### src/logic/compare_sync_pkg.sv
// Purpose: Constants shared by the compare source select block
// Assumes: APB with 32-bit data, 16-bit control registers in the low bits
// Notes:   Offsets are byte addresses
`default_nettype none
package compare_sync_pkg;
  localparam logic [7:0]  CTRL1_OFFSET    = 8'h00;
  localparam logic [7:0]  CTRL2_OFFSET    = 8'h04;
  localparam logic [7:0]  TIMER_OFFSET    = 8'h08;
  localparam logic [7:0]  PRIMARY_OFFSET  = 8'h0c;
  localparam logic [7:0]  SECONDARY_OFFSET = 8'h10;
  localparam int          SEL_LSB         = 0;
  localparam int          SEL_W           = 5;
  localparam int          TRISTATE_BIT    = 5;
  localparam int          TRIGGER_STATUS_FLAG_BIT    = 6;
  localparam int          TRIGSEL_BIT     = 7;
  localparam int          INVERT_BIT      = 12;
  localparam int          TRIGGER_STATUS_MODE_BIT    = 3;
  localparam int          MODE_LSB        = 0;
  localparam int          MODE_W          = 3;
  localparam logic [15:0] CTRL2_RESET     = 16'h000c;
  localparam logic [15:0] CTRL2_WMASK     = 16'h10ff;
  localparam logic [15:0] CTRL1_WMASK     = 16'h000f;
  localparam logic [4:0]  SEL_OWN_MATCH   = 5'h1f;
  localparam logic [4:0]  SEL_IRQ_B       = 5'h1e;
  localparam logic [4:0]  SEL_IRQ_A       = 5'h1d;
  localparam logic [4:0]  SEL_CMP_B       = 5'h19;
  localparam logic [4:0]  SEL_CMP_A       = 5'h18;
  localparam logic [4:0]  SEL_CAP_IRQ     = 5'h10;
  localparam logic [4:0]  SEL_TIMER_C     = 5'h0d;
  localparam logic [4:0]  SEL_TIMER_B     = 5'h0c;
  localparam logic [4:0]  SEL_TIMER_A     = 5'h0b;
  localparam logic [4:0]  SEL_CAP_EVENT   = 5'h05;
  localparam logic [4:0]  SEL_NONE        = 5'h00;
  localparam logic [2:0]  MODE_OFF        = 3'h0;
  localparam logic [2:0]  MODE_SS_HIGH    = 3'h1;
  localparam logic [2:0]  MODE_SS_LOW     = 3'h2;
  localparam logic [2:0]  MODE_TOGGLE     = 3'h3;
  localparam logic [2:0]  MODE_DBL_SINGLE = 3'h4;
  localparam logic [2:0]  MODE_DBL_CONT   = 3'h5;
  localparam logic [2:0]  MODE_EDGE_PWM   = 3'h6;
  localparam logic [2:0]  MODE_CTR_PWM    = 3'h7;
endpackage : compare_sync_pkg
`default_nettype wire

### src/logic/source_sync_if.sv
// Purpose: Carries the selected source event between top and selector
// Assumes: Single clock domain
// Notes:   Source inputs arrive already synchronised
`default_nettype none
interface source_sync_if;
  logic [4:0] sel;
  logic [7:0] sources;
  logic       own_match;
  logic       event_pulse;
  modport top (output sel, output sources, output own_match, input event_pulse);
  modport picker (input sel, input sources, input own_match, output event_pulse);
endinterface : source_sync_if
`default_nettype wire

### src/logic/compare_sync_source_select.sv
// Purpose: Output compare channel with trigger/sync source selection on APB
// Assumes: pclk 100 MHz, presetn async active low, source pins asynchronous
// Notes:   Zero-wait APB slave, unmapped addresses read zero with no error
// Summary of operation
// - Five-bit source selector sits in bits 4-0 of trigger control register
// - Code 11111 restarts the timer on the channel's own secondary match
// - Codes 11110 and 11101 select interrupt pin b and pin a
// - Code 10000 selects the capture unit interrupt event
// - Codes 01101, 01100, 01011 select timers c, b, a; 01100 default
// - Code 00101 selects the capture event itself
// - Code 00000 means no source; the timer runs freely
// - With status mode set, secondary match clears trigger status; else software
// - Compare mode 000 disables the channel regardless of source
//
// The implementer's own choices: the APB interface to the registers and the register offsets.
`default_nettype none
module compare_sync_source_select #(
  parameter int TMR_W = 16
) (
  input  wire logic        pclk,
  input  wire logic        presetn,
  input  wire logic        psel,
  input  wire logic        penable,
  input  wire logic        pwrite,
  input  wire logic [7:0]  paddr,
  input  wire logic [31:0] pwdata,
  output logic      [31:0] prdata,
  output logic             pready,
  output logic             pslverr,
  input  wire logic        general_timer_a,
  input  wire logic        general_timer_b,
  input  wire logic        general_timer_c,
  input  wire logic        capture_unit_event,
  input  wire logic        capture_unit_irq,
  input  wire logic        analog_comparator_a,
  input  wire logic        analog_comparator_b,
  input  wire logic        external_irq_pin_a,
  input  wire logic        external_irq_pin_b,
  output logic             compare_out,
  output logic             compare_out_oe_n
);
  logic [15:0]      ctrl1_q;
  logic [15:0]      ctrl2_q;
  logic [TMR_W-1:0] timer_q;
  logic [TMR_W-1:0] primary_q;
  logic [TMR_W-1:0] secondary_q;
  logic             out_q;
  logic [8:0]       meta_q;
  logic [8:0]       sync_q;
  logic             irqb_prev_q;
  logic             wr;
  logic             wr_ctrl1;
  logic             wr_ctrl2;
  logic             wr_timer;
  logic             wr_primary;
  logic             wr_secondary;
  logic             sec_match;
  logic             pri_match;
  logic             ev;
  logic             ev_all;
  logic [4:0]       sel;
  logic [2:0]       mode;
  logic             trig_mode;
  logic             running;
  source_sync_if    ssi ();

  // Register writes decode in one place so every block sees the same strobe
  function automatic logic wr_hit(input logic       strobe,
                                  input logic [7:0] addr,
                                  input logic [7:0] offset);
    return strobe && (addr == offset);
  endfunction

  assign wr      = psel & penable & pwrite;
  assign wr_ctrl1     = wr_hit(wr, paddr, compare_sync_pkg::CTRL1_OFFSET);
  assign wr_ctrl2     = wr_hit(wr, paddr, compare_sync_pkg::CTRL2_OFFSET);
  assign wr_timer     = wr_hit(wr, paddr, compare_sync_pkg::TIMER_OFFSET);
  assign wr_primary   = wr_hit(wr, paddr, compare_sync_pkg::PRIMARY_OFFSET);
  assign wr_secondary = wr_hit(wr, paddr, compare_sync_pkg::SECONDARY_OFFSET);
  assign pready  = 1'b1;
  assign pslverr = 1'b0;
  assign sel     = ctrl2_q[compare_sync_pkg::SEL_LSB +: compare_sync_pkg::SEL_W];
  assign mode    = ctrl1_q[compare_sync_pkg::MODE_LSB +: compare_sync_pkg::MODE_W];
  assign trig_mode = ctrl2_q[compare_sync_pkg::TRIGSEL_BIT];
  assign sec_match = (timer_q == secondary_q);
  assign pri_match = (timer_q == primary_q);

  // Two flops on every external source before any logic looks at it
  always_ff @(posedge pclk or negedge presetn) begin
    if (!presetn) begin
      meta_q <= 9'h000;
      sync_q <= 9'h000;
    end else begin
      meta_q <= {external_irq_pin_b, external_irq_pin_a, analog_comparator_b,
                 analog_comparator_a, capture_unit_irq, capture_unit_event,
                 general_timer_c, general_timer_b, general_timer_a};
      sync_q <= meta_q;
    end
  end

  always_ff @(posedge pclk or negedge presetn) begin
    if (!presetn) begin
      irqb_prev_q <= 1'b0;
    end else begin
      irqb_prev_q <= sync_q[8];
    end
  end

  assign ssi.sel       = sel;
  assign ssi.sources   = sync_q[7:0];
  assign ssi.own_match = sec_match;

  source_picker u_picker (
    .pclk    (pclk),
    .presetn (presetn),
    .bus     (ssi)
  );

  // Interrupt pin b handled here so the picker keeps an 8-bit source bus
  assign ev_all = (sel == compare_sync_pkg::SEL_IRQ_B) ? (sync_q[8] & ~irqb_prev_q)
                                                       : ssi.event_pulse;
  // Sync mode restarts the timer; no source (00000) means always running
  assign ev = ev_all & (sel != compare_sync_pkg::SEL_NONE);
  // Trigger mode: timer counts while the status flag is set, and in the cycle the trigger event arrives
  assign running = (mode != compare_sync_pkg::MODE_OFF) &
                   (~trig_mode | ctrl2_q[compare_sync_pkg::TRIGGER_STATUS_FLAG_BIT] | ev);

  always_ff @(posedge pclk or negedge presetn) begin
    if (!presetn) begin
      ctrl1_q <= 16'h0000;
    end else if (wr_ctrl1) begin
      ctrl1_q <= pwdata[15:0] & compare_sync_pkg::CTRL1_WMASK;
    end
  end

  // Trigger status: hardware set wins over any clear in the same cycle
  always_ff @(posedge pclk or negedge presetn) begin
    if (!presetn) begin
      ctrl2_q <= compare_sync_pkg::CTRL2_RESET;
    end else begin
      if (wr_ctrl2) begin
        ctrl2_q <= pwdata[15:0] & compare_sync_pkg::CTRL2_WMASK;
      end else if (ctrl1_q[compare_sync_pkg::TRIGGER_STATUS_MODE_BIT] && sec_match) begin
        ctrl2_q[compare_sync_pkg::TRIGGER_STATUS_FLAG_BIT] <= 1'b0;
      end
      if (trig_mode && ev && mode != compare_sync_pkg::MODE_OFF) begin
        ctrl2_q[compare_sync_pkg::TRIGGER_STATUS_FLAG_BIT] <= 1'b1;
      end
    end
  end

  always_ff @(posedge pclk or negedge presetn) begin
    if (!presetn) begin
      primary_q   <= '0;
      secondary_q <= '0;
    end else begin
      if (wr_primary) begin
        primary_q <= pwdata[TMR_W-1:0];
      end
      if (wr_secondary) begin
        secondary_q <= pwdata[TMR_W-1:0];
      end
    end
  end

  always_ff @(posedge pclk or negedge presetn) begin
    if (!presetn) begin
      timer_q <= '0;
    end else if (wr_timer) begin
      timer_q <= pwdata[TMR_W-1:0];
    end else if (mode == compare_sync_pkg::MODE_OFF) begin
      timer_q <= '0;
    end else if (!trig_mode && ev) begin
      timer_q <= '0;
    end else if (running) begin
      timer_q <= timer_q + 1'b1;
    end
  end

  // Output waveform per compare mode
  always_ff @(posedge pclk or negedge presetn) begin
    if (!presetn) begin
      out_q <= 1'b0;
    end else if (wr_ctrl1) begin
      out_q <= (pwdata[2:0] == compare_sync_pkg::MODE_SS_LOW);
    end else if (running) begin
      case (mode)
        compare_sync_pkg::MODE_SS_HIGH: if (pri_match) out_q <= 1'b1;
        compare_sync_pkg::MODE_SS_LOW:  if (pri_match) out_q <= 1'b0;
        compare_sync_pkg::MODE_TOGGLE:  if (pri_match) out_q <= ~out_q;
        compare_sync_pkg::MODE_DBL_SINGLE: begin
          if (pri_match) out_q <= 1'b1;
          else if (sec_match) out_q <= 1'b0;
        end
        compare_sync_pkg::MODE_DBL_CONT: if (pri_match || sec_match) out_q <= ~out_q;
        compare_sync_pkg::MODE_EDGE_PWM: begin
          if (timer_q == '0) out_q <= 1'b1;
          else if (pri_match) out_q <= 1'b0;
        end
        compare_sync_pkg::MODE_CTR_PWM: begin
          if (pri_match) out_q <= 1'b1;
          else if (sec_match) out_q <= 1'b0;
        end
        default: out_q <= 1'b0;
      endcase
    end
  end

  assign compare_out      = out_q ^ ctrl2_q[compare_sync_pkg::INVERT_BIT];
  assign compare_out_oe_n = ctrl2_q[compare_sync_pkg::TRISTATE_BIT];

  // Captured in the setup cycle so the data stands through the whole access phase
  always_ff @(posedge pclk or negedge presetn) begin
    if (!presetn) begin
      prdata <= 32'h0000_0000;
    end else if (psel && !penable && !pwrite) begin
      case (paddr)
        compare_sync_pkg::CTRL1_OFFSET:     prdata <= {16'h0000, ctrl1_q};
        compare_sync_pkg::CTRL2_OFFSET:     prdata <= {16'h0000, ctrl2_q};
        compare_sync_pkg::TIMER_OFFSET:     prdata <= 32'(timer_q);
        compare_sync_pkg::PRIMARY_OFFSET:   prdata <= 32'(primary_q);
        compare_sync_pkg::SECONDARY_OFFSET: prdata <= 32'(secondary_q);
        default:                            prdata <= 32'h0000_0000;
      endcase
    end
  end
endmodule : compare_sync_source_select
`default_nettype wire

### src/logic/source_picker.sv
// Purpose: Decodes the source selector and picks one rising source event
// Assumes: sources[] = timer a,b,c, capture event, capture irq, cmp a,b, irq a
// Notes:   Reserved codes pick nothing
`default_nettype none
module source_picker (
  input  wire logic   pclk,
  input  wire logic   presetn,
  source_sync_if.picker bus
);
  logic [7:0] prev_q;
  logic       level;

  // Sources are treated as levels; only their rising edge counts as an event
  always_ff @(posedge pclk or negedge presetn) begin
    if (!presetn) begin
      prev_q <= 8'h00;
    end else begin
      prev_q <= bus.sources;
    end
  end

  always_comb begin
    level = 1'b0;
    case (bus.sel)
      compare_sync_pkg::SEL_TIMER_A:   level = bus.sources[0] & ~prev_q[0];
      compare_sync_pkg::SEL_TIMER_B:   level = bus.sources[1] & ~prev_q[1];
      compare_sync_pkg::SEL_TIMER_C:   level = bus.sources[2] & ~prev_q[2];
      compare_sync_pkg::SEL_CAP_EVENT: level = bus.sources[3] & ~prev_q[3];
      compare_sync_pkg::SEL_CAP_IRQ:   level = bus.sources[4] & ~prev_q[4];
      compare_sync_pkg::SEL_CMP_A:     level = bus.sources[5] & ~prev_q[5];
      compare_sync_pkg::SEL_CMP_B:     level = bus.sources[6] & ~prev_q[6];
      compare_sync_pkg::SEL_IRQ_A:     level = bus.sources[7] & ~prev_q[7];
      compare_sync_pkg::SEL_IRQ_B:     level = 1'b0; // Pin b is edge-detected in the top module
      compare_sync_pkg::SEL_OWN_MATCH: level = bus.own_match;
      compare_sync_pkg::SEL_NONE:      level = 1'b0;
      default:                         level = 1'b0;
    endcase
  end

  assign bus.event_pulse = level;
endmodule : source_picker
`default_nettype wire

### config.mk
export PLATFORM = sky130hd
export DESIGN_NAME = compare_sync_source_select
export DESIGN_NICKNAME = d
export VERILOG_FILES = /design/src/logic/compare_sync_pkg.sv /design/src/logic/source_sync_if.sv /design/src/logic/compare_sync_source_select.sv /design/src/logic/source_picker.sv
export SDC_FILE = /design/constraint.sdc
export NUM_CORES = 1
export LEC_CHECK = 0
export BUFFER_PORTS_ARGS = -buffer_cell sky130_fd_sc_hd__buf_2
export CAP_MARGIN = 20
export CORE_MARGIN = 2
export CORE_UTILIZATION = 40
export DETAILED_ROUTE_END_ITERATION = 8
export SYNTH_ARGS = -nofsm -noshare
export SYNTH_HDL_FRONTEND = slang
export SYNTH_HIERARCHICAL = 1
export SYNTH_SLANG_ARGS = --single-unit
### constraint.sdc
create_clock -name pclk -period 3.97 [get_ports pclk]
set_clock_uncertainty 0.1 [all_clocks]
set_input_delay 0.794 -clock pclk [delete_from_list [all_inputs] [get_ports pclk]]
set_output_delay 0.794 -clock pclk [all_outputs]
set_load 0.02 [all_outputs]
==> results of run 1 <==
-- routing by layer --
metal  global-route usage, %  share of wire, %  wire, µm  vias up
li1                        -                 -         -     1882
met1                    29.7                46      6450     2038
met4                    7.57               2.0       276        0
met3                    3.47               7.5      1040       21
met2                    30.0                44      6110      191
met5                       0                 0         0        -
-- registers in the layout (all words and copies together), names as in the netlist --
| signal | cells |
|---|---|
| ctrl1_q | 4 |
| ctrl2_q | 9 |
| irqb_prev_q | 1 |
| meta_q | 9 |
| out_q | 1 |
| prdata | 16 |
| primary_q | 16 |
| secondary_q | 16 |
| sync_q | 9 |
| timer_q | 16 |
| u_picker/prev_q | 8 |
-- final cells by class --
cell class | instances | area, µm²
flip-flops and latches | 105 | 2630
fillers | 1216 | 7040
repair buffers | 77 | 443
inverters | 13 | 48.8
clock inverters | 5 | 85.1
well taps | 176 | 220
clock buffers | 11 | 243
multi-input cells | 338 | 2480
-- where the power goes --
group	internal (µW)	switching [µW]
Sequential	1100	37.8
Combinational	69.3	122
Clock	575	401
-- path summary, 6_finish.rpt --
| check | startpoint | to | slack [ns] | cells after the start |
|---|---|---|---|---|
| setup / recovery | secondary_q[6] | out_q | 0.54 | 13 |
| hold / removal | meta_q[2] | sync_q[2] | 0.25 | 0 |
| setup reg to reg | secondary_q[6] | out_q | 0.54 | 13 |
| hold reg to reg | meta_q[2] | sync_q[2] | 0.25 | 0 |
| max in group asynchronous | presetn | ctrl2_q[3] | 2.57 | 2 |
| min in group asynchronous | presetn | sync_q[4] | 0.32 | 1 |
-- cell families (layout without fill, tap and decap cells) --
logic type,count (synthesis),after routing,synth area share [%]
multiplexers,45,45,10.0
buffers and inverters,64,106,6.31
AND/OR/NAND/NOR,136,136,14.9
AO/OA/AOI/OAI,104,104,14.0
flip-flops,105,105,48.8
XOR/XNOR,33,33,5.36
other,2,18,0.139
adder cells (fa/ha/maj),2,2,0.464
-- through the flow --
stage          area, µm²  setup slack, ns  hold WS [ns]  power [µW]
2_1_floorplan       5450            0.832         0.231        1270
3_3_place_gp        5820            0.580         0.232        1350
3_5_place_dp        5820            0.542         0.236        1360
4_1_cts             6150            0.515         0.250        2330
5_1_grt             6150            0.299         0.250        2400
6_report            6150            0.544         0.249        2310
-- placed cells by master (no fill, tap or decap), types with 4 or more instances in the layout --
cell type | Yosys | layout
o21ai_0 | 23 | 23
o2bb2ai_1 | 6 | 6
inv_1 | 13 | 13
dfrtp_1 | 103 | 103
nor3b_1 | 4 | 4
nor2_1 | 18 | 18
nand4_1 | 9 | 9
a22oi_1 | 8 | 8
buf_4 | 18 | 23
nand2_1 | 37 | 37
a222oi_1 | 12 | 12
a21oi_1 | 14 | 14
mux2_4 | 10 | 10
nor4b_1 | 4 | 4
mux2_2 | 33 | 33
nor3_1 | 7 | 7
clkbuf_16 | 0 | 9
xnor2_1 | 16 | 16
a21o_1 | 8 | 8
nand3_1 | 13 | 13
a221oi_1 | 4 | 4
nor4_1 | 11 | 11
buf_2 | 6 | 54
a32oi_1 | 5 | 5
xor2_1 | 17 | 17
a31oi_1 | 6 | 6
conb_1 | 2 | 18
-- cells in the mapped netlist, drive strengths merged, types with 8 or more instances --
cell type,instances,area share [%]
nor4,13,2.1
a21oi,14,1.3
dfrtp,103,48
clkbuf,24,1.7
mux2,43,9.7
inv,13,0.90
nand2,37,2.6
nand3,13,1.2
nor2,18,1.3
a21o,8,1.1
nand4,9,1.0
xor2,17,2.8
o21ai,25,2.3
a22oi,8,1.1
a222oi,12,2.2
xnor2,16,2.6
nor3,8,0.84
buf,27,3.7
==> flow_metrics.tcl, run 1 <==
set metrics [dict create \
    critical_path_class "reg -> reg" \
    clk_pin_slew_ns 0.07 \
    clock_path_buffers 2 \
    routed_wl_um 13900 \
    cts_max_level 3 \
    crit_path_max_fanout 10 \
    grt_pass1_wl_um 22300 \
    route.vias.total 4132 \
    power_density_nw_per_um2 375 \
    hold_viol 0 \
    cts.hold.buffers_added 0 \
    routabilityCongestion 0.905 \
    postLayoutCoreUtil_pct 46.6 \
    fin_crit_sh_pct 86.3 \
    drive_above_1_share_pct 27.0 \
    floorplan.rows 42 \
    slowest_delay_ns 0.55 \
    nets 600 \
    die_area_um2 14400 \
    crit_path_top_delay_cell "or4_1" \
    ant_nets 0 \
    initial_core_util_pct 40.9 \
    run_status "completed" \
    drtPass1Iterations 6 \
    hpwl_um 9860 \
    critPathArrivalTime_ns 3.55 \
    wl_per_cell_um 19.1 \
    cts.sinks 105 \
    numCtsBuffers 9 \
    rsz0062_at_grt "false" \
    setup_tns_ns 0 \
    worst-path-buf-inv 1 \
    cts_tree "yes" \
    crit_chain "xnor2_1 -> nand4_1 -> nor4_1 -> buf_4 -> nand2_1 -> a21oi_1 -> o21ai_1 -> o311ai_1 -> and3_1 -> nor4_4 -> or4_1 -> a2111oi_0 -> nor3_1" \
    cts_resized 0 \
    worst_pin_slew_ns 0.696 \
    slew_headroom_pct 53.5 \
    leakagePower_uw 0.00287 \
    cts_root_buf "clkbuf_16" \
    drv_slew 0 \
    required_ns 4.09 \
    ys_seq_elements 105 \
    async_flop_share_pct 100 \
    grtUsageTotal_pct 20.3 \
    coreArea_um2 13200 \
    finalSetupViolCount 0 \
    dp_cells 709 \
    antennaDiodeCount 0 \
    clock.fmax_mhz 292 \
    drv_cap 0 \
    io_buffer_count 55 \
    start_kind "register" \
    cp_top_family "simple AND/OR/NAND/NOR gates" \
    hold_class "reg -> reg" \
    min_period_ns 3.43 \
    grt_max_degree 44 \
    ys_types 66 \
    grt_pass1_vias 3963 \
    via_per_inst 5.70 \
    route.detailed.drc 0 \
    drt_iter0_drc 465 \
    peakVddDrop_uv 206 \
    die_w_um 120 \
    endpoint_kind "register" \
    pin_count 90 \
    area_delta_synth_final_pct 14.1 \
    synth-main-ff-cell "dfrtp_1" \
    antenna_found_initial 0 \
    clk_latency_ns 0.36 \
    mappedNetlistArea_um2 5390 \
    fp.dieH_um 120 \
    grt_overflow 0 \
    synth_edf_count 0 \
    yosysSeqAreaShare_pct 48.8 \
    netlist_instances 491 \
    syn_avg_cell_area_um2 11.0 \
    cts_setup_buffers 0 \
    instances_no_fill 725 \
    ys.warnings.count 6 \
]
Note: power is estimated with default switching activity, not from simulation.
==> inputs of run 2 (changes only) <==
--- a/config.mk
+++ b/config.mk
@@ -10,6 +10,7 @@
 export CORE_MARGIN = 2
 export CORE_UTILIZATION = 40
 export DETAILED_ROUTE_END_ITERATION = 8
+export RECOVER_POWER = 25
 export SYNTH_ARGS = -nofsm -noshare
 export SYNTH_HDL_FRONTEND = slang
 export SYNTH_HIERARCHICAL = 1
==> flow_metrics.tcl, run 2 (synthesis gave the netlist of run 1 again) <==
set metrics [dict create \
    wl_met3_um 995 \
    cts.hold.buffers_added 0 \
    grt_max_degree 44 \
    min_period_ns 3.43 \
    run_status "finished, violations left" \
    top_layer "met4" \
    fin_crit_sh_pct 86.3 \
    holdWs_ns 0.249 \
    min-delay-start "meta_q[2]" \
    route.vias.total 4123 \
    rsz0062_at_grt "false" \
    io_buffer_count 55 \
    routabilityCongestion 0.905 \
    required_ns 4.09 \
    slew_headroom_pct -50.0 \
    drv_slew 44 \
    clk_latency_ns 0.36 \
    endpoint_kind "register" \
    fp.dieH_um 120 \
    grtUsageTotal_pct 20.3 \
    worst-r2r-cell-count 13 \
    floorplan.rows 42 \
    worst_pin_slew_ns 2.25 \
    drv_cap 1 \
    whs_path_depth 0 \
    area_delta_synth_final_pct 14.0 \
    drt_iter0_drc 464 \
    violations "capacitance limit, slew limit" \
    grt_pass1_vias 3963 \
    critical_path_class "reg -> reg" \
    cts_root_buf "clkbuf_16" \
    peakVddDrop_uv 206 \
    clock_path_buffers 2 \
    drt-met1-wl_um 6450 \
    pin_count 90 \
    coreArea_um2 13200 \
    reg2reg_from "secondary_q[6]" \
    ant_nets 0 \
    cts_setup_buffers 0 \
    slowest_delay_ns 0.55 \
    antennaDiodeCount 0 \
    initial_core_util_pct 40.9 \
    grt_overflow 0 \
    hold_viol 0 \
    clock.fmax_mhz 292 \
    die_area_um2 14400 \
    hold_class "reg -> reg" \
    drtPass1Iterations 5 \
    mostFrequentLayoutCells "dfrtp_1 (103), buf_2 (54), nand2_1 (37), mux2_2 (33), o21ai_0 (23)" \
    grt_pass1_wl_um 22300 \
    cts.sinks 105 \
    crit_path_max_fanout 10 \
    finalSetupViolCount 0 \
    route.detailed.drc 0 \
    die_w_um 120 \
    cts_max_level 3 \
    clk_pin_slew_ns 0.07 \
    setup_tns_ns 0 \
    r2r_slack_ns 0.54 \
    hpwl_um 9860 \
    leakagePower_uw 0.00287 \
    antenna_found_initial 0 \
    via_per_inst 5.69 \
    cts_resized 0 \
    final_common_cell "dfrtp_1" \
    start_kind "register" \
    wl_per_cell_um 19.1 \
    nets 600 \
    power_density_nw_per_um2 376 \
    drive_above_1_share_pct 26.8 \
    routed_wl_um 13900 \
    crit_path_top_delay_cell "or4_1" \
    crit_chain "xnor2_1 -> nand4_1 -> nor4_1 -> buf_4 -> nand2_1 -> a21oi_1 -> o21ai_1 -> o311ai_1 -> and3_1 -> nor4_4 -> or4_1 -> a2111oi_0 -> nor3_1" \
    critPathArrivalTime_ns 3.55 \
    route.met2.wl_um 6130 \
    cts_tree "yes" \
    crit_start "secondary_q[6]" \
    numCtsBuffers 9 \
]
[run 2: metrics by stage]
stage | setup WS [ns] | cell area, µm² | util (%) | power (µW) | instances
after global routing | 0.299 | 6150 | 46.6 | 2400 | 725
after detailed placement | 0.542 | 5820 | 44.2 | 1360 | 709
after CTS | 0.515 | 6150 | 46.6 | 2330 | 725
after global placement | 0.580 | 5820 | 44.2 | 1350 | 709
after floorplan | 0.832 | 5450 | - | 1270 | 507
final | 0.545 | 6150 | 46.6 | 2310 | 725
[run 2: layer usage]
| layer | track usage, % | vias up |
|---|---|---|
| met4 | 7.57 | 0 |
| li1 | - | 1880 |
| met5 | 0 | - |
| met2 | 30.0 | 188 |
| met3 | 3.47 | 23 |
| met1 | 29.7 | 2032 |
[run 2: cell type report]
cell class / instances / area, µm²
well taps: 176 / 220
clock inverters: 5 / 85.1
fillers: 1216 / 7040
multi-input cells: 338 / 2480
repair buffers: 77 / 439
inverters: 13 / 48.8
flip-flops and latches: 105 / 2630
clock buffers: 11 / 243
[run 2: path summary, 6_finish.rpt]
check / end
setup / recovery: out_q
hold / removal: sync_q[2]
setup reg to reg: out_q
hold reg to reg: sync_q[2]
max in group asynchronous: ctrl2_q[3]
min in group asynchronous: meta_q[5]
[run 2: worst max-delay path: cells and delay by family, from the launching register on]
family / cells / cell delay, ns
xor+xnor: 1 / 0.24
simple gates: 7 / 1.59
flops: 1 / 0.43
buf+inv: 1 / 0.18
compound gates: 4 / 0.74
[run 2: report_power, final]
part	total (µW)	leakage, µW	switching, µW	internal, µW
clock network	976	0.000157	401	575
logic	191	0.00133	122	68.9
registers	1140	0.00138	37.9	1100
total	2310	0.00287	561	1750
